`src/core/blc_map.vh`:
```
// Constants shared by the burst loop line codec core and its helpers
// Assumes one 250 MHz core clock; all slower rates come from dividers
// Operation
// - Ones leave as alternating-polarity pulses; zeros leave as no pulse
// - Full-duplex traffic moves as alternating compressed bursts on one pair
// - Master owns loop timing; a serial control bit picks master or slave
// - All activation and deactivation timing is generated inside the block
// - After reset the block sits powered down with outputs idle
// - Control bits reset to zero, so the block starts as master
// - Setting the activate bit powers up the block and starts activation
// - Clearing the activate bit deactivates and powers down, detector kept
// - Master bursts follow burst sync if present, else frame sync A
// - The line signal detector keeps watching the line while powered down
// - Every sent bit but the start bit passes the x9+x5+1 scrambler
// - Received symbols are descrambled with the same polynomial
// - The receive phase tracker derives sampling from the reference rate
// - Master transmits on the reference; tracker only samples receive data
// - Slave runs both transmit and receive from the phase tracker
// - Bit timing acquires in about 25 ms, burst sync about 50 ms
// - Status alert latches low on a loop sync or line detector change, clears on status read
// - Control port acts only while select is low
// - Each burst opens with an unscrambled one of opposite polarity
// - Slave stops receiving after 36 bits, waits 6 symbols, then sends
// - Four empty expected receive windows in a row drop loop sync
// - Transfer swaps one byte each way in 8 clocks, in rising, out falling
`ifndef BLC_MAP_VH
`define BLC_MAP_VH

// ==========================================
// Timing
`define BLC_CLK_HZ 250000000
`define BLC_CLK_KHZ 250000
`define BLC_SYM_KBAUD 256
`define BLC_BURST_HZ 4000
`define BLC_ACQ_MS 25
`define BLC_SYNC_MS 50

// ==========================================
// Burst format and flywheel
`define BLC_BURST_BITS 6'd36
`define BLC_GUARD_SYMS 6'd6
`define BLC_FLY_COUNT 3'd4

// ==========================================
// Control and status bits
`define BLC_CTRL_BITS 3'd7
`define BLC_CR_SLAVE 7
`define BLC_CR_ACT 6
`define BLC_CR_RESET 8'h00
`define BLC_SR_LSD 0
`define BLC_SR_SYNC 1
`define BLC_SR_BPV 2
`define BLC_SR_LATE 3

// ==========================================
// Scrambler
`define BLC_SCR_LEN 9
`define BLC_SCR_TAP 5

`endif

```
`src/core/blc_scram.v`:
```
// Self-synchronising scrambler or descrambler, one bit per enable
// Assumes enable pulses at the symbol rate from the core
`timescale 1ns/10ps
`include "blc_map.vh"

module blc_scram #(
    parameter DESCR = 0,
    parameter LEN = `BLC_SCR_LEN,
    parameter TAP = `BLC_SCR_TAP
) (
    // Clock and reset
    input wire clk,
    input wire rst_n,
    // Bit stream
    input wire en,
    input wire din,
    output wire dout
);

reg [LEN-1:0] sr_r;
wire fb;
wire shin;

// ==========================================
// Feedback x^LEN + x^TAP + 1
assign fb = sr_r[LEN-1] ^ sr_r[TAP-1];
assign dout = din ^ fb;
// Descrambler shifts line bits so it resyncs after errors
assign shin = DESCR ? din : dout;

always @(posedge clk or negedge rst_n)
begin
    if (!rst_n)
        sr_r <= {LEN{1'b0}};
    else if (en)
        sr_r <= {sr_r[LEN-2:0], shin};
end

endmodule // blc_scram

```
`src/core/blc_fifo.v`:
```
// Flip-flop FIFO with valid/ready on both sides
// Assumes one clock; depth is a power of two of 2**AW
`timescale 1ns/10ps

module blc_fifo #(
    parameter W = 1,
    parameter AW = 4
) (
    // Clock and reset
    input wire clk,
    input wire rst_n,
    // Fill side
    input wire in_valid,
    output wire in_ready,
    input wire [W-1:0] in_data,
    // Drain side
    output wire out_valid,
    input wire out_ready,
    output wire [W-1:0] out_data
);

reg [W-1:0] mem_r [0:(1<<AW)-1];
reg [AW:0] wp_r;
reg [AW:0] rp_r;
wire push;
wire pop;

// ==========================================
// Flags
assign out_valid = wp_r != rp_r;
assign in_ready = !((wp_r[AW] != rp_r[AW]) && (wp_r[AW-1:0] == rp_r[AW-1:0]));
assign out_data = mem_r[rp_r[AW-1:0]];
assign push = in_valid & in_ready;
assign pop = out_valid & out_ready;

always @(posedge clk)
begin
    if (push)
        mem_r[wp_r[AW-1:0]] <= in_data;
end

always @(posedge clk or negedge rst_n)
begin
    if (!rst_n)
    begin
        wp_r <= {(AW+1){1'b0}};
        rp_r <= {(AW+1){1'b0}};
    end
    else
    begin
        if (push)
            wp_r <= wp_r + 1'b1;
        if (pop)
            rp_r <= rp_r + 1'b1;
    end
end

endmodule // blc_fifo

```
`src/core/blc_core.v`:
```
// Burst loop line codec core: control port, burst timing, AMI, scrambling
// Assumes all pins are synchronous to CORE_CLK; line pins carry symbols
`timescale 1ns/10ps
`include "blc_map.vh"

module blc_core #(
    parameter SYM_CYC = `BLC_CLK_KHZ / `BLC_SYM_KBAUD,
    parameter BURST_CYC = `BLC_CLK_HZ / `BLC_BURST_HZ,
    parameter ACQ_CYC = `BLC_CLK_KHZ * `BLC_ACQ_MS,
    parameter SYNC_CYC = `BLC_CLK_KHZ * `BLC_SYNC_MS,
    parameter FIFO_AW = 4
) (
    // Clock and reset
    input wire CORE_CLK,
    input wire NRST,
    // Serial control port
    input wire CTRL_SHIFT_CLOCK,
    input wire CTRL_SEL_N,
    input wire CTRL_SERIAL_IN,
    output reg CTRL_SERIAL_OUT,
    output wire CTRL_SERIAL_OE,
    // Open-drain status alert
    output wire STATUS_ALERT_N,
    output wire STATUS_ALERT_OE,
    // Burst timing
    input wire BURST_SYNC_INPUT,
    input wire FRAME_SYNC_A,
    // Line symbols
    output reg LINE_TX_POS,
    output reg LINE_TX_NEG,
    input wire LINE_RX_POS,
    input wire LINE_RX_NEG,
    output wire LINE_SIGNAL_DETECTOR_N,
    // Bearer data
    input wire TX_DATA,
    input wire TX_VALID,
    output wire TX_READY,
    output reg RX_DATA,
    output reg RX_VALID,
    // Status
    output wire POWERED_UP,
    output wire LOOP_SYNC
);

localparam ST_OFF = 3'd0;
localparam ST_WAIT = 3'd1;
localparam ST_TX = 3'd2;
localparam ST_GUARD = 3'd3;
localparam ST_RX = 3'd4;
localparam [9:0] SYM_LAST = SYM_CYC[9:0] - 10'd1;
localparam [9:0] SYM_HALF = SYM_CYC[10:1];
localparam [16:0] BURST_LAST = BURST_CYC[16:0] - 17'd1;
localparam [17:0] AGE_LIM = {BURST_CYC[16:0], 1'b0};
localparam [23:0] ACQ_LIM = ACQ_CYC[23:0];
localparam [23:0] SYNC_LIM = SYNC_CYC[23:0];

reg [7:0] ctrl_r;
reg [7:0] sin_r;
reg [7:0] sout_r;
reg [2:0] bit_cnt_r;
reg ctrl_shift_clock_d_r;
reg sel_d_r;
reg alert_r;
reg bpv_r;
reg late_r;
reg [2:0] st_r;
reg [2:0] st_nxt;
reg [5:0] sym_r;
reg [9:0] ref_cnt_r;
reg [9:0] trk_cnt_r;
reg [16:0] btmr_r;
reg [17:0] mbs_age_r;
reg [17:0] lsd_age_r;
reg [23:0] acq_cnt_r;
reg mbs_d_r;
reg fsa_d_r;
reg fsa_half_r;
reg mark_d_r;
reg wake_alt_r;
reg rx_on_r;
reg tx_pol_r;
reg rx_pol_r;
reg sync_r;
reg sync_d_r;
reg lsd_d_r;
reg [2:0] good_r;
reg [2:0] miss_r;
wire slave;
wire pwr;
wire ctrl_shift_clock_rise;
wire ctrl_shift_clock_fall;
wire sel_rise;
wire sel_fall;
wire [7:0] status;
wire ref_tick;
wire trk_tick;
wire tx_tick;
wire btmr_tick;
wire mbs_rise;
wire mbs_present;
wire fsa_tick;
wire master_tick;
wire rx_mark;
wire mark_rise;
wire line_signal_detector;
wire acq_done;
wire smp;
wire last_bit;
wire burst_good;
wire burst_miss;
wire tx_bit;
wire tx_scr;
wire tx_mark;
wire fifo_valid;
wire fifo_data;
wire fifo_pop;
wire rx_dscr;

assign slave = ctrl_r[`BLC_CR_SLAVE];
assign pwr = ctrl_r[`BLC_CR_ACT];
assign POWERED_UP = pwr;
assign LOOP_SYNC = sync_r;

// ==========================================
// Serial control port
assign ctrl_shift_clock_rise = CTRL_SHIFT_CLOCK & ~ctrl_shift_clock_d_r;
assign ctrl_shift_clock_fall = ~CTRL_SHIFT_CLOCK & ctrl_shift_clock_d_r;
assign sel_fall = ~CTRL_SEL_N & sel_d_r;
assign sel_rise = CTRL_SEL_N & ~sel_d_r;
assign status = {ctrl_r[7:6], 2'b00, late_r, bpv_r, sync_r, line_signal_detector};
assign CTRL_SERIAL_OE = ~CTRL_SEL_N;

always @(posedge CORE_CLK or negedge NRST)
begin
    if (!NRST)
    begin
        ctrl_r <= `BLC_CR_RESET;
        sin_r <= 8'h00;
        sout_r <= 8'h00;
        bit_cnt_r <= 3'h0;
        ctrl_shift_clock_d_r <= 1'b0;
        sel_d_r <= 1'b1;
        CTRL_SERIAL_OUT <= 1'b0;
    end
    else
    begin
        ctrl_shift_clock_d_r <= CTRL_SHIFT_CLOCK;
        sel_d_r <= CTRL_SEL_N;
        if (sel_fall)
        begin
            sout_r <= status;
            CTRL_SERIAL_OUT <= status[7];
            bit_cnt_r <= 3'h0;
        end
        else if (!CTRL_SEL_N && ctrl_shift_clock_rise)
        begin
            sin_r <= {sin_r[6:0], CTRL_SERIAL_IN};
            bit_cnt_r <= bit_cnt_r + 3'h1;
            if (bit_cnt_r == `BLC_CTRL_BITS)
                ctrl_r <= {sin_r[6:0], CTRL_SERIAL_IN};
        end
        else if (!CTRL_SEL_N && ctrl_shift_clock_fall && bit_cnt_r != 3'h0)
        begin
            sout_r <= {sout_r[6:0], 1'b0};
            CTRL_SERIAL_OUT <= sout_r[6];
        end
    end
end

// ==========================================
// Status alert and status flags
// A status change in the clearing cycle still wins and keeps the alert
assign STATUS_ALERT_N = 1'b0;
assign STATUS_ALERT_OE = alert_r;

always @(posedge CORE_CLK or negedge NRST)
begin
    if (!NRST)
    begin
        alert_r <= 1'b0;
        bpv_r <= 1'b0;
        sync_d_r <= 1'b0;
        lsd_d_r <= 1'b0;
    end
    else
    begin
        sync_d_r <= sync_r;
        lsd_d_r <= line_signal_detector;
        if ((sync_r != sync_d_r) || (line_signal_detector != lsd_d_r))
            alert_r <= 1'b1;
        else if (!CTRL_SEL_N && ctrl_shift_clock_rise && bit_cnt_r == 3'h0)
            alert_r <= 1'b0;
        if (smp && rx_mark && (LINE_RX_NEG == rx_pol_r))
            bpv_r <= 1'b1;
        else if (sel_rise)
            bpv_r <= 1'b0;
    end
end

// ==========================================
// Reference divider, phase tracker, burst sources
assign ref_tick = ref_cnt_r == SYM_LAST;
assign trk_tick = trk_cnt_r == SYM_LAST;
assign tx_tick = slave ? trk_tick : ref_tick;
assign btmr_tick = btmr_r == BURST_LAST;
assign rx_mark = LINE_RX_POS | LINE_RX_NEG;
assign mark_rise = rx_mark & ~mark_d_r;
assign mbs_rise = BURST_SYNC_INPUT & ~mbs_d_r;
assign mbs_present = mbs_age_r < AGE_LIM;
// Frame sync A runs at twice the burst rate, so every other edge counts
assign fsa_tick = FRAME_SYNC_A & ~fsa_d_r & fsa_half_r;
assign master_tick = mbs_present ? mbs_rise : fsa_tick;
assign line_signal_detector = lsd_age_r < AGE_LIM;
assign LINE_SIGNAL_DETECTOR_N = ~line_signal_detector;
assign acq_done = acq_cnt_r >= ACQ_LIM;

always @(posedge CORE_CLK or negedge NRST)
begin
    if (!NRST)
    begin
        ref_cnt_r <= 10'h000;
        trk_cnt_r <= 10'h000;
        btmr_r <= 17'h00000;
        mbs_age_r <= 18'h3ffff;
        lsd_age_r <= 18'h3ffff;
        acq_cnt_r <= 24'h000000;
        mbs_d_r <= 1'b0;
        fsa_d_r <= 1'b0;
        fsa_half_r <= 1'b0;
        mark_d_r <= 1'b0;
        late_r <= 1'b0;
    end
    else
    begin
        mbs_d_r <= BURST_SYNC_INPUT;
        fsa_d_r <= FRAME_SYNC_A;
        mark_d_r <= rx_mark;
        ref_cnt_r <= ref_tick ? 10'h000 : ref_cnt_r + 10'h001;
        // Pulse edges pull the sample point to mid-symbol
        if (mark_rise)
            trk_cnt_r <= SYM_HALF;
        else
            trk_cnt_r <= trk_tick ? 10'h000 : trk_cnt_r + 10'h001;
        if (burst_good || btmr_tick)
            btmr_r <= 17'h00000;
        else
            btmr_r <= btmr_r + 17'h00001;
        if (FRAME_SYNC_A && !fsa_d_r)
            fsa_half_r <= ~fsa_half_r;
        if (mbs_rise)
            mbs_age_r <= 18'h00000;
        else if (mbs_present)
            mbs_age_r <= mbs_age_r + 18'h00001;
        if (mark_rise)
            lsd_age_r <= 18'h00000;
        else if (line_signal_detector)
            lsd_age_r <= lsd_age_r + 18'h00001;
        if (!pwr)
            acq_cnt_r <= 24'h000000;
        else if (acq_cnt_r < SYNC_LIM)
            acq_cnt_r <= acq_cnt_r + 24'h000001;
        // Flags activation that has not synced in the expected time
        late_r <= pwr && !sync_r && (acq_cnt_r >= SYNC_LIM);
    end
end

// ==========================================
// Burst sequencer
assign smp = trk_tick & acq_done;
assign last_bit = sym_r == (`BLC_BURST_BITS - 6'd1);
assign burst_good = (st_r == ST_RX) && rx_on_r && smp && last_bit;
assign burst_miss = ((st_r == ST_RX) && !slave && master_tick) ||
                    ((st_r == ST_WAIT) && slave && btmr_tick && acq_done);

always @*
begin
    st_nxt = st_r;
    case (st_r)
        ST_OFF:
            if (pwr)
                st_nxt = ST_WAIT;
        ST_WAIT:
            if (!slave && master_tick)
                st_nxt = ST_TX;
            else if (slave && smp && rx_mark)
                st_nxt = ST_RX;
            else if (slave && !sync_r && btmr_tick && wake_alt_r)
                st_nxt = ST_TX;
        ST_TX:
            if (tx_tick && sym_r == `BLC_BURST_BITS)
                st_nxt = slave ? ST_WAIT : ST_RX;
        ST_GUARD:
            if (tx_tick && sym_r == `BLC_GUARD_SYMS - 6'd1)
                st_nxt = ST_TX;
        ST_RX:
            if (burst_good)
                st_nxt = slave ? ST_GUARD : ST_WAIT;
            else if (!slave && master_tick)
                st_nxt = ST_TX;
        default:
            st_nxt = ST_OFF;
    endcase
    if (!pwr)
        st_nxt = ST_OFF;
end

always @(posedge CORE_CLK or negedge NRST)
begin
    if (!NRST)
    begin
        st_r <= ST_OFF;
        sym_r <= 6'h00;
        rx_on_r <= 1'b0;
        wake_alt_r <= 1'b0;
        good_r <= 3'h0;
        miss_r <= 3'h0;
        sync_r <= 1'b0;
    end
    else
    begin
        st_r <= st_nxt;
        if (st_nxt != st_r)
            sym_r <= 6'h00;
        else if ((st_r == ST_TX || st_r == ST_GUARD) && tx_tick)
            sym_r <= sym_r + 6'h01;
        else if (st_r == ST_RX && rx_on_r && smp)
            sym_r <= sym_r + 6'h01;
        // Slave lands in receive already past the start bit
        if (st_nxt == ST_RX)
            rx_on_r <= (st_r == ST_RX) ? (rx_on_r | (smp & rx_mark)) : slave;
        else
            rx_on_r <= 1'b0;
        if (btmr_tick)
            wake_alt_r <= ~wake_alt_r;
        if (!pwr)
        begin
            good_r <= 3'h0;
            miss_r <= 3'h0;
            sync_r <= 1'b0;
        end
        else if (burst_good)
        begin
            miss_r <= 3'h0;
            if (good_r != `BLC_FLY_COUNT)
                good_r <= good_r + 3'h1;
            if (good_r == `BLC_FLY_COUNT - 3'h1)
                sync_r <= 1'b1;
        end
        else if (burst_miss)
        begin
            good_r <= 3'h0;
            if (miss_r != `BLC_FLY_COUNT)
                miss_r <= miss_r + 3'h1;
            if (miss_r == `BLC_FLY_COUNT - 3'h1)
                sync_r <= 1'b0;
        end
    end
end

// ==========================================
// Transmit path: FIFO, scrambler, AMI
// Bearer data flows only once synced; until then scrambled ones go out
assign fifo_pop = (st_r == ST_TX) && tx_tick && (sym_r != 6'h00) && sync_r;
assign tx_bit = (sync_r && fifo_valid) ? fifo_data : 1'b1;
assign tx_mark = (sym_r == 6'h00) ? 1'b1 : tx_scr;

blc_fifo #(
    .W(1),
    .AW(FIFO_AW)
) u_fifo (
    .clk(CORE_CLK),
    .rst_n(NRST),
    .in_valid(TX_VALID),
    .in_ready(TX_READY),
    .in_data(TX_DATA),
    .out_valid(fifo_valid),
    .out_ready(fifo_pop),
    .out_data(fifo_data)
);

blc_scram #(
    .DESCR(0)
) u_scr (
    .clk(CORE_CLK),
    .rst_n(NRST),
    .en((st_r == ST_TX) && tx_tick && (sym_r != 6'h00)),
    .din(tx_bit),
    .dout(tx_scr)
);

always @(posedge CORE_CLK or negedge NRST)
begin
    if (!NRST)
    begin
        LINE_TX_POS <= 1'b0;
        LINE_TX_NEG <= 1'b0;
        tx_pol_r <= 1'b0;
    end
    else if (tx_tick)
    begin
        // Symbols change only on ticks, so the last one of a burst stands a full period
        LINE_TX_POS <= (st_r == ST_TX) & tx_mark & ~tx_pol_r;
        LINE_TX_NEG <= (st_r == ST_TX) & tx_mark & tx_pol_r;
        if ((st_r == ST_TX) && tx_mark)
            tx_pol_r <= ~tx_pol_r;
    end
end

// ==========================================
// Receive path: descrambler and data out
blc_scram #(
    .DESCR(1)
) u_dscr (
    .clk(CORE_CLK),
    .rst_n(NRST),
    .en((st_r == ST_RX) && rx_on_r && smp),
    .din(rx_mark),
    .dout(rx_dscr)
);

always @(posedge CORE_CLK or negedge NRST)
begin
    if (!NRST)
    begin
        RX_DATA <= 1'b0;
        RX_VALID <= 1'b0;
        // Idles as after a negative mark, like the transmitter
        rx_pol_r <= 1'b1;
    end
    else
    begin
        RX_VALID <= (st_r == ST_RX) && rx_on_r && smp && sync_r;
        if ((st_r == ST_RX) && rx_on_r && smp)
            RX_DATA <= rx_dscr;
        if (smp && rx_mark)
            rx_pol_r <= LINE_RX_NEG;
    end
end

endmodule // blc_core

```
`config.mk`:
```
export PLATFORM = sky130hd
export DESIGN_NAME = blc_core
export DESIGN_NICKNAME = d
export VERILOG_FILES = /design/src/core/blc_scram.v /design/src/core/blc_fifo.v /design/src/core/blc_core.v
export VERILOG_INCLUDE_DIRS = /design/src /design/src/core
export SDC_FILE = /design/constraint.sdc
export NUM_CORES = 1
export LEC_CHECK = 0
export ABC_AREA = 1
export BUFFER_PORTS_ARGS = -buffer_cell sky130_fd_sc_hd__buf_2
export CELL_PAD_IN_SITES_DETAIL_PLACEMENT = 2
export CELL_PAD_IN_SITES_GLOBAL_PLACEMENT = 2
export CORE_ASPECT_RATIO = 1.5
export CORE_UTILIZATION = 42
export CTS_CLUSTER_SIZE = 24
export DETAILED_ROUTE_END_ITERATION = 10
export PLACE_DENSITY = 0.85
export RECOVER_POWER = 100
export SYNTH_ARGS = -nofsm -noshare
export SYNTH_HDL_FRONTEND = slang
export SYNTH_SLANG_ARGS = --single-unit
```
`constraint.sdc`:
```
create_clock -name CORE_CLK -period 4.85 [get_ports CORE_CLK]
set_clock_uncertainty 0.15 [all_clocks]
set_input_delay 0.7275 -clock CORE_CLK [delete_from_list [all_inputs] [get_ports CORE_CLK]]
set_output_delay 0.7275 -clock CORE_CLK [all_outputs]
set_load 0.02 [all_outputs]
```
# --- Word-level counts from Yosys, hierarchy flattened ---
# Memories as Yosys holds them, arrays and structs flattened.
# Index checks and enable logic that the tools add are counted.
word_totals:
  ff_bits: 186
  latchBits: 0
  mem_bits_rw: 16
  romBits: 0
  output_inout_bits: 12
  word_cells: 238
  mem_count: 1
mem_list:
  columns: ["memory", "depth", "width", "rd", "rd_clocked_by_memory_dff", "write_ports", "line_no", "rtl"]
  rows:
  - ["u_fifo.mem_r", 16, 1, 1, 0, 1, "blc_fifo.v:22", "reg [W-1:0] mem_r [0:(1<<AW)-1];"]
op_classes:
  n_addsub: 12
  multipliers: 0
  div: 0
  magnitude_cmp: 5
  eq_ne: 30
  n_shift: 0
  muxes: 57
  bitwise: 33
  n_reduce_logical: 61
ops:
  columns: ["cell", "n"]
  rows:
  - ["$mux 18", 4]
  - ["$mux 3", 19]
  - ["$mux 24", 2]
  - ["$add 18x1->18 const B", 2]
  - ["$lt 18x17->1 const B", 2]
  - ["$logic_and 1x1->1", 33]
  - ["$mux 10", 3]
  - ["$add 24x1->24 const B", 1]
  - ["$ge 24x23->1 const B", 1]
  - ["$ge 24x24->1 const B", 1]
  - ["$lt 24x24->1 const B", 1]
  - ["$mux 7", 3]
  - ["$add 10x1->10 const B", 2]
  - ["$eq 10x10->1 const B", 2]
  - ["$mux 1", 20]
  - ["$mux 6", 3]
  - ["$add 17x1->17 const B", 1]
  - ["$eq 17x16->1 const B", 1]
  - ["$mux 17", 1]
  - ["$and 1x1->1", 15]
  - ["$pmux 3 s5", 1]
  - ["$eq 3x2->1 const B", 4]
  - ["$eq 6x6->1 const B", 2]
  - ["$not 1->1", 12]
  - ["28 further kinds", 62]

# --- Depth between registers and ports, before layout ---
# Gate-level depths: netlist of the first run.
depth:
  ltp_word: 11
  ltp_mapped: 18
  ltp_nobuf: 17

# --- Hierarchy ---
# A second synthesis of the first run with hierarchy kept.
hier_totals:
  hier_cells: 1315
  hier_area_um2: 10446.3
modules_own_cells:
  columns: ["module", "n_inst", "cells_per_inst", "area_each_um2", "seq_area_each_um2"]
  rows:
  - ["blc_core", 1, 1050, 8222.9, 3851.2]
  - ["blc_fifo", 1, 182, 1475.2, 730.7]
  - ["blc_scram at u_dscr", 1, 41, 384.1, 225.2]
  - ["blc_scram at u_scr", 1, 42, 364.1, 225.2]

# --- Worst setup path after synthesis of the first run ---
# OpenSTA, ideal clock, no wires.
synth_path:
  path_type: "register to output"
  from: "reg lsd_age_r[14]"
  to: "out LINE_SIGNAL_DETECTOR_N"
  t_arrival_ns: 1.379
  path_slack_ns: 2.593
  stages_incl_launch_ff: 6
  n_path_buf: 1
  cell_sequence: "dfstp_2 > nand2_1 > nor4_1 > nand2_1 > nand2_1 > buf_1"
synth_between:
  elab_chain_cells: 2
synth_rtl:
  columns: ["item", "line_no", "rtl"]
  rows:
  - ["from (decl)", "blc_core.v:73", "reg [17:0] lsd_age_r;"]
  - ["from (signal assigned)", "blc_core.v:257", "lsd_age_r <= lsd_age_r + 18'h00001;"]
  - ["$lt 18x17->1", "blc_core.v:213", "assign line_signal_detector = lsd_age_r < AGE_LIM;"]
  - ["$not 1->1", "blc_core.v:214", "assign LINE_SIGNAL_DETECTOR_N = ~line_signal_detector;"]
  - ["to (decl)", "blc_core.v:33", "output wire LINE_SIGNAL_DETECTOR_N,"]
# Every way passes these cells.

# --- Final worst setup path of the first run ---
layout_path:
  from: "reg ref_cnt_r[0]"
  to: "reg u_fifo.rp_r[4]"
layout_between:
  elab_chain_cells: 6
layout_rtl:
  columns: ["item", "line_no", "rtl"]
  rows:
  - ["from (decl)", "blc_core.v:69", "reg [9:0] ref_cnt_r;"]
  - ["from (signal assigned)", "blc_core.v:238", "ref_cnt_r <= ref_tick ? 10'h000 : ref_cnt_r + 10'h001;"]
  - ["$eq 10x10->1", "blc_core.v:202", "assign ref_tick = ref_cnt_r == SYM_LAST;"]
  - ["$mux 1", "blc_core.v:204", "assign tx_tick = slave ? trk_tick : ref_tick;"]
  - ["$logic_and 1x1->1 (3 in a row)", "blc_core.v:363", "assign fifo_pop = (st_r == ST_TX) && tx_tick && (sym_r != 6'h00) && sync_r;"]
  - ["$and 1x1->1", "blc_fifo.v:34", "assign pop = out_valid & out_ready;"]
  - ["to (signal assigned)", "blc_fifo.v:47", "rp_r <= {(AW+1){1'b0}};"]
  - ["to (signal assigned)", "blc_fifo.v:54", "rp_r <= rp_r + 1'b1;"]
  - ["to (decl)", "blc_fifo.v:24", "reg [AW:0] rp_r;"]
# Every way passes these cells.
# A chain may end at the register's enable or synchronous reset.

==> implementation parameters, run 1 <==
Parameter                              Value

Finish
  Diode insertion count for antenna repair    0
  Share of cells above drive strength 1    0.0932
  Top library cells by usage in the layout, fill and taps aside    242 x nand2_1, 162 x inv_1, 151 x nor2_1
  Final Cell Area    ~11000 sq um
  Commonest non-fill, non-tap cell in the layout    nand2_1
  Count of nets after finishing    ~1300
  Synthesis-to-finish area growth    8.23%

Placement
  Count of input and output buffers    21
  Routability cong.    0.797
  Detailed placer's ending HPWL    20200 um
  Post-placement cell area    approximately 11000 sq um

Pwr
  Total internal power    2.72 mW
  Combinational Power Share    0.109
  Post-layout power    around 3.8 mW
  Leakage power    a little under 5 nW
  Switching power of the nets    around 1.1 mW
  Part of the total power dissipated in sequential elements    0.502
  Part of the total power dissipated in the clock network    0.389
  Worst ir drop on vdd    between 0.2 and 0.3 mV
  Power density over cell area    roughly 340 nW/um^2
  Switching power share of the total    0.283

GRT
  Antenna violations before repair    0
  Global-route wire length before repair    about 49000 um
  Pin count of the biggest net entering global routing    98
  Via count of the first global-routing pass    approximately 9600
  Global-route congestion overflow total    0
  GR Util All Layers    0.251

Setup path
  Startpoint Class    register
  Kind of end point of the critical path    register
  Launch point of the worst reg-to-reg path    ref_cnt_r[0]$_DFF_PN0_
  Cell family with the largest share of critical-path delay    simple AND/OR/NAND/NOR gates
  Data required time of the critical path    between 5000 and 6000 ps
  Most frequent cell on the critical path    nand2_1
  Reg2Reg Capture Point    u_fifo.rp_r[4]$_DFFE_PN0P_
  Worst reg-to-reg path cell count    14
  Register-to-register setup slack    1190 ps
  Max incr delay on CP    600 ps
  Buffering stage count on the worst path with inverters included    1
  Worst path cell trace    ha_1 > inv_1 > nor2_1 > nand2_4 > nor2_1 > nand2_4 > nand2_1 > nand2_1 > nor2_8 > nand2_1 > nor2_8 > nand2_1 > nor3_1 > xor2_1
  Category of the most critical setup path    register to register
  Data arrival time of the worst path    roughly 3900 ps
  Crit path max-delay cell type    nor2_1
  Highest fanout seen on the critical path    13

Clock network
  Cts hold-fix bufs    0
  H-tree Lvls    4
  Clock tree from TritonCTS    done
  Clock buffers created by TritonCTS    17
  Total clock sinks    just under 200
  CTS clock-pin slew for the worst setup and hold paths    roughly 80 ps
  Latest clock arrival within the worst-skew pair    ~450 ps
  Setup Buffers After CTS    0
  Cell at the root of the clock tree    clkbuf_16
  Clock Tree Buf Depth    2
  Total of cells resized after clock tree synthesis    0

Synth
  Number of distinct library cells after synthesis    54
  Synthesized cell area    10300 sq um
  Ys flop type    dfrtp_1
  Mean Syn Cell Area    8.46 sq um
  Ranking of synthesized cells by area    dfrtp_1 34%, dfstp_2 9.7%, nand2_1 8.6%, inv_1 5.8%, nor2_1 5.2%
  Synthesized netlist cell count    roughly 1200
  Portion of the post-synthesis area used by sequential elements    0.488
  Yosys warnings    0
  Mapped Nets    between 1000 and 1500
  Count of state elements after synthesis    between 150 and 200
  Post-synth EDFFs    16
  Fraction of synthesized cell area taken by the top area cell type    0.345
  Fraction of synthesis flops using an asynchronous set or reset pin    0.918
  Cell taking the most area after synthesis    dfrtp_1

Hold path
  Hold Path End    mbs_d_r$_DFF_PN0_
  Start point of the worst min-delay path    BURST_SYNC_INPUT
  Hold Path Stages    1
  Hold crit path type    primary input to register

STA
  Transition time at the pin with the least slew margin    ~2600 ps
  Number of hold violations in the final report    0
  RSZ-0062 raised after global routing    false
  Setup Viol. Count Final    0
  Post-layout minimum cycle time    3660 ps
  Part of the cycle the worst path needs    0.754
  Highest Clock Rate    roughly 0.27 GHz
  Setup TNS after final layout    0 ps
  Rel. slew slack    -0.760
  Final count of pins violating max slew    approximately 110

Run status
  Failing checks    max-capacitance violations, max-slew violations
  Result of the run    complete, but fails checks

Detailed routing
  Routed wire length    approximately 29000 um
  Post-route ant nets    0
  Detailed-route via count    approximately 8400
  DRC errors left    0
  Mean routed wirelength per cell    between 15 and 20 um
  Via-per-instance ratio    5.35
  First-pass DRT Iterations    4
  DRC marker count from the first detailed-route iteration    276

Run
  Max Cap Violations    2

Die
  Initial Util    0.431
  Core Box Area    23900 sq um
  Number of cell rows    69
  Die Footprint    between 20000 and 30000 sq um
  I/O pin total    23
  DIE WIDTH    130 um
  Vert. Die Dim    194 um
registers in the layout, summed over array words and instances, names as in the netlist, 2 cells and up:
name and flops:
st_r 3, ctrl_r 2, sin_r 7, miss_r 3, good_r 3, sout_r 7, lsd_age_r 18, u_fifo.rp_r 5
mbs_age_r 18, ref_cnt_r 10, u_fifo.wp_r 5, trk_cnt_r 10, u_fifo.mem_r 16, btmr_r 17, sym_r 6, acq_cnt_r 24
u_scr.sr_r 9, u_dscr.sr_r 9, bit_cnt_r 3
routing by layer:
metal  track usage  part of all wire  up-vias
met1         0.277              0.40     4305
met4        0.0784             0.022        0
met5             0                 0        -
li1              -                 -     3999
met2         0.483              0.56       78
met3        0.0334             0.017       44
power by group through the flow:
stage,combinational [mW],clock (mW),sequential (mW)
after floorplan,0.289,0,1.90
after global placement,0.390,0,1.92
after detailed placement,0.419,0,1.93
after CTS,0.433,1.51,1.90
after global routing,0.480,1.56,1.92
final,0.414,1.47,1.90
worst max-delay path by stage:
stage,from,end,cells past startpoint
4_1_cts,lsd_age_r[14]$_DFFE_PN1P_,LINE_SIGNAL_DETECTOR_N,5
5_1_grt,ref_cnt_r[0]$_DFF_PN0_,u_fifo.rp_r[4]$_DFFE_PN0P_,14
3_3_place_gp,BURST_SYNC_INPUT,sym_r[4]$_DFFE_PN0P_,13
3_5_place_dp,BURST_SYNC_INPUT,sym_r[4]$_DFFE_PN0P_,13
6_report,ref_cnt_r[0]$_DFF_PN0_,u_fifo.rp_r[4]$_DFFE_PN0P_,14
2_1_floorplan,lsd_age_r[14]$_DFFE_PN1P_,LINE_SIGNAL_DETECTOR_N,5
cell type report:
class | instances | area, sq um
fill | 2688 | 12800
sequential | 196 | 5030
multi-input combinational | 830 | 4370
inverter | 174 | 654
clock buffer | 19 | 443
tap | 319 | 399
clock inverter | 13 | 146
timing repair buffer | 23 | 110
worst register-to-register path, delay by kind of cell, from the launching register on:
kind	cells	cell delay, ps
simple gates	11	2570
buf+inv	1	70
fa+ha+maj	1	230
flops	1	400
xor+xnor	1	180
cell usage after synthesis (3+ instances only):
| master | instances |
|---|---|
| nor4_1 | 11 |
| nand3_2 | 4 |
| buf_4 | 3 |
| inv_1 | 158 |
| nor2_2 | 11 |
| nor3_2 | 14 |
| clkbuf_1 | 8 |
| dfrtp_1 | 142 |
| edfxtp_1 | 16 |
| nand2_1 | 236 |
| nor2_1 | 142 |
| mux2_1 | 4 |
| dfstp_2 | 38 |
| nor3_1 | 44 |
| and3_1 | 3 |
| o21ai_2 | 3 |
| o21ai_1 | 7 |
| inv_2 | 13 |
| nor3b_1 | 3 |
| o21a_1 | 4 |
| xnor2_1 | 15 |
| ha_1 | 24 |
| o31ai_1 | 9 |
| o21ai_0 | 68 |
| a21oi_1 | 40 |
| nand4_1 | 30 |
| a31oi_1 | 9 |
| nand3_1 | 63 |
| o22ai_1 | 3 |
| buf_2 | 4 |
| nor2_8 | 3 |
| xor2_1 | 36 |
| nand2_4 | 5 |
| o221ai_1 | 4 |
| nand2_2 | 13 |
| or2_2 | 3 |
through the flow:
stage | setup WS (ps) | util | hold WS, ps | cells
2_1_floorplan | 2590 | - | 281 | 1218
3_3_place_gp | 2080 | 0.450 | 293 | 1542
3_5_place_dp | 1970 | 0.450 | 305 | 1542
4_1_cts | 1840 | 0.474 | 234 | 1574
5_1_grt | 912 | 0.466 | 244 | 1574
6_report | 1190 | 0.466 | 250 | 1574
cells by family after synthesis:
| kind of cell | Yosys count | share of synthesized area |
|---|---|---|
| xor gates and xnor gates | 51 | 0.0433 |
| and+or+nand+nor | 592 | 0.273 |
| other | 1 | 0.000364 |
| buffers and inverters | 192 | 0.0724 |
| DFF | 196 | 0.488 |
| AOI/OAI and AO/OA | 155 | 0.0856 |
| muxes | 7 | 0.00753 |
| adders and majority gates | 24 | 0.0291 |
No activity file was read; power rests on OpenSTA's default activity.
==> run 2, diff against run 1 <==
CORE_UTILIZATION = 35   (was 42)
PLACE_DENSITY = 0.75   (was 0.85)
clock period = 3.1 ns   (was 4.85 ns; I/O delays follow)
==> run 2 against run 1 <==
The run still ends with max-capacitance violations, max-slew violations left. Sequential power is 56% higher. Setup slack worse by 830 ps. Register-to-register slack worse by 820 ps. Die area is 20% higher. Final area is 2.2% higher. Final cell count is 5.5% higher. Clock power is 47% higher. Critical endpoint is now LINE_SIGNAL_DETECTOR_N.
==> implementation parameters, run 2 (same netlist as run 1, synthesis figures left out) <==
Parameter                              Value

Die
  Vert. Die Dim    212 um
  Number of cell rows    76
  Core Box Area    between 20000 and 30000 sq um
  I/O pin total    23
  Die Footprint    30100 sq um
  Initial Util    0.358
  DIE WIDTH    about 140 um

Clock network
  Total clock sinks    a little under 200
  Setup Buffers After CTS    0
  Cell at the root of the clock tree    clkbuf_16
  Clock Tree Buf Depth    2
  Clock tree from TritonCTS    done
  Latest clock arrival within the worst-skew pair    450 ps
  Clock buffers created by TritonCTS    17
  H-tree Lvls    4
  CTS clock-pin slew for the worst setup and hold paths    around 70 ps

STA
  Transition time at the pin with the least slew margin    2060 ps
  Post-layout minimum cycle time    between 2000 and 3000 ps
  Setup Viol. Count Final    0
  RSZ-0062 raised after global routing    false
  Highest Clock Rate    about 0.37 GHz
  Setup TNS after final layout    0 ps
  Part of the cycle the worst path needs    0.883
  Number of hold violations in the final report    0
  Rel. slew slack    -0.373
  Final count of pins violating max slew    77

Finish
  Final standard cell count with taps included and fillers excluded    1661
  Final Cell Area    ~11000 sq um
  Commonest non-fill, non-tap cell in the layout    nand2_1
  Synthesis-to-finish area growth    10.6%
  Count of nets after finishing    ~1300
  Largest register FFs    24
  Fill cell count    between 3000 and 4000
  Diode insertion count for antenna repair    0
  Register ranked first by flip-flop count    acq_cnt_r
  Share of cells above drive strength 1    0.101
  Top library cells by usage in the layout, fill and taps aside    240 x nand2_1, 161 x inv_1, 150 x nor2_1
  Biggest regs    acq_cnt_r x24, lsd_age_r x18, mbs_age_r x18

GRT
  Via count of the first global-routing pass    about 9400
  Antenna violations before repair    0
  GR Util All Layers    0.197
  Pin count of the biggest net entering global routing    78
  Global-route wire length before repair    about 47000 um
  Global-route congestion overflow total    0

Detailed routing
  First-pass DRT Iterations    4
  Via-per-instance ratio    roughly 5
  Detailed-route via count    8286
  Routed wire length    27600 um
  DRC marker count from the first detailed-route iteration    approximately 190
  DRC errors left    0
  Mean routed wirelength per cell    16.6 um
  Post-route ant nets    0

Setup path
  Crit path max-delay cell type    dfstp_1
  Highest fanout seen on the critical path    10
  Kind of end point of the critical path    output port
  Buffering stage count on the worst path with inverters included    2
  Data required time of the critical path    approximately 2500 ps
  Most frequent cell on the critical path    nand2_1
  Max incr delay on CP    ~630 ps
  Data arrival time of the worst path    ~2100 ps
  Worst reg-to-reg path cell count    14
  Register-to-register setup slack    370 ps
  Cell family with the largest share of critical-path delay    flip-flops
  Depth of the critical timing path with buffers and inverters included    6
  Category of the most critical setup path    register to output port
  Worst path cell trace    nand4_1 > nor4_1 > nand2_1 > nand2_1 > buf_4 > clkbuf_1
  Startpoint Class    register

Pwr
  Worst ir drop on vdd    0.352 mV
  Power density over cell area    just over 500 nW/um^2
  Leakage power    about 5.0 nW

Placement
  Post-placement cell area    between 10000 and 15000 sq um
  Routability cong.    0.800
  Detailed placer's ending HPWL    20600 um
  Total instance count after detailed placement    1624
  Count of input and output buffers    21

Hold path
  Hold Path Stages    3
  Hold crit path type    primary input to register

Run status
  Failing checks    max-capacitance violations, max-slew violations
  Result of the run    complete, but fails checks

Run
  Max Cap Violations    1
==> run 2: cell type report <==
class | instances | area (sq um) | area share
sequential | 196 | 5030 | 0.441
multi-input combinational | 830 | 4440 | 0.389
clock buffer | 26 | 510 | 0.0448
timing repair buffer | 39 | 230 | 0.0202
inverter | 174 | 654 | 0.0574
tap | 390 | 488 | 0.0428
clock inverter | 6 | 46.3 | 0.00406
==> run 2: worst reg2reg max path, stage by stage, from the launching register on <==
cell	delay [ps]
dfrtp_1	380
ha_1	230
inv_1	60
nor2_1	250
nand2_4	110
nor2_8	210
nand2_4	70
nand2_1	180
nand2_4	90
nor2_8	120
nand2_4	140
nor2_8	150
nand2_1	100
nor3_1	190
xor2_1	210
==> run 2: through the flow <==
step                utilization  hold WS [ps]  worst slack [ps]  total power [mW]
CTS                       0.400          48.1               446              5.90
global route              0.396          54.1               118              6.06
global placement          0.379           294               646              3.63
floorplan                     -          19.4               994              3.42
finish                    0.396          67.6               364              5.78
detailed placement        0.379           304               527              3.69
==> run 2: timing repair <==
| action | 4_1_cts | 5_1_grt |
|---|---|---|
| endpoints found under the hold margin | 53 | 0 |
| hold buffers | 5 | 0 |
| resized for setup | 0 | 0 |
==> run 2: worst paths after layout <==
path | start | end
min in group asynchronous | NRST | acq_cnt_r[6]$_DFFE_PN0P_
max in group asynchronous | NRST | lsd_age_r[0]$_DFFE_PN1P_
setup reg to reg | ref_cnt_r[0]$_DFF_PN0_ | u_fifo.rp_r[4]$_DFFE_PN0P_
hold reg to reg | btmr_r[0]$_DFF_PN0_ | btmr_r[0]$_DFF_PN0_
setup / recovery | lsd_age_r[11]$_DFFE_PN1P_ | LINE_SIGNAL_DETECTOR_N
hold / removal | CTRL_SERIAL_IN | sin_r[0]$_DFFE_PN0P_
==> run 2: routing by layer <==
metal | track usage | wire [um]
met1 | 0.203 | 10800
met2 | 0.394 | 15800
met3 | 0.0300 | 468
met4 | 0.0697 | 572
met5 | 0 | 0
==> run 2: power breakdown <==
group | internal (mW) | switching, mW | total (mW) | leakage, nW
Sequential | 2.81 | 0.155 | 2.97 | 2.40
Clock | 1.15 | 1.01 | 2.16 | 0.271
Combinational | 0.220 | 0.430 | 0.650 | 2.35
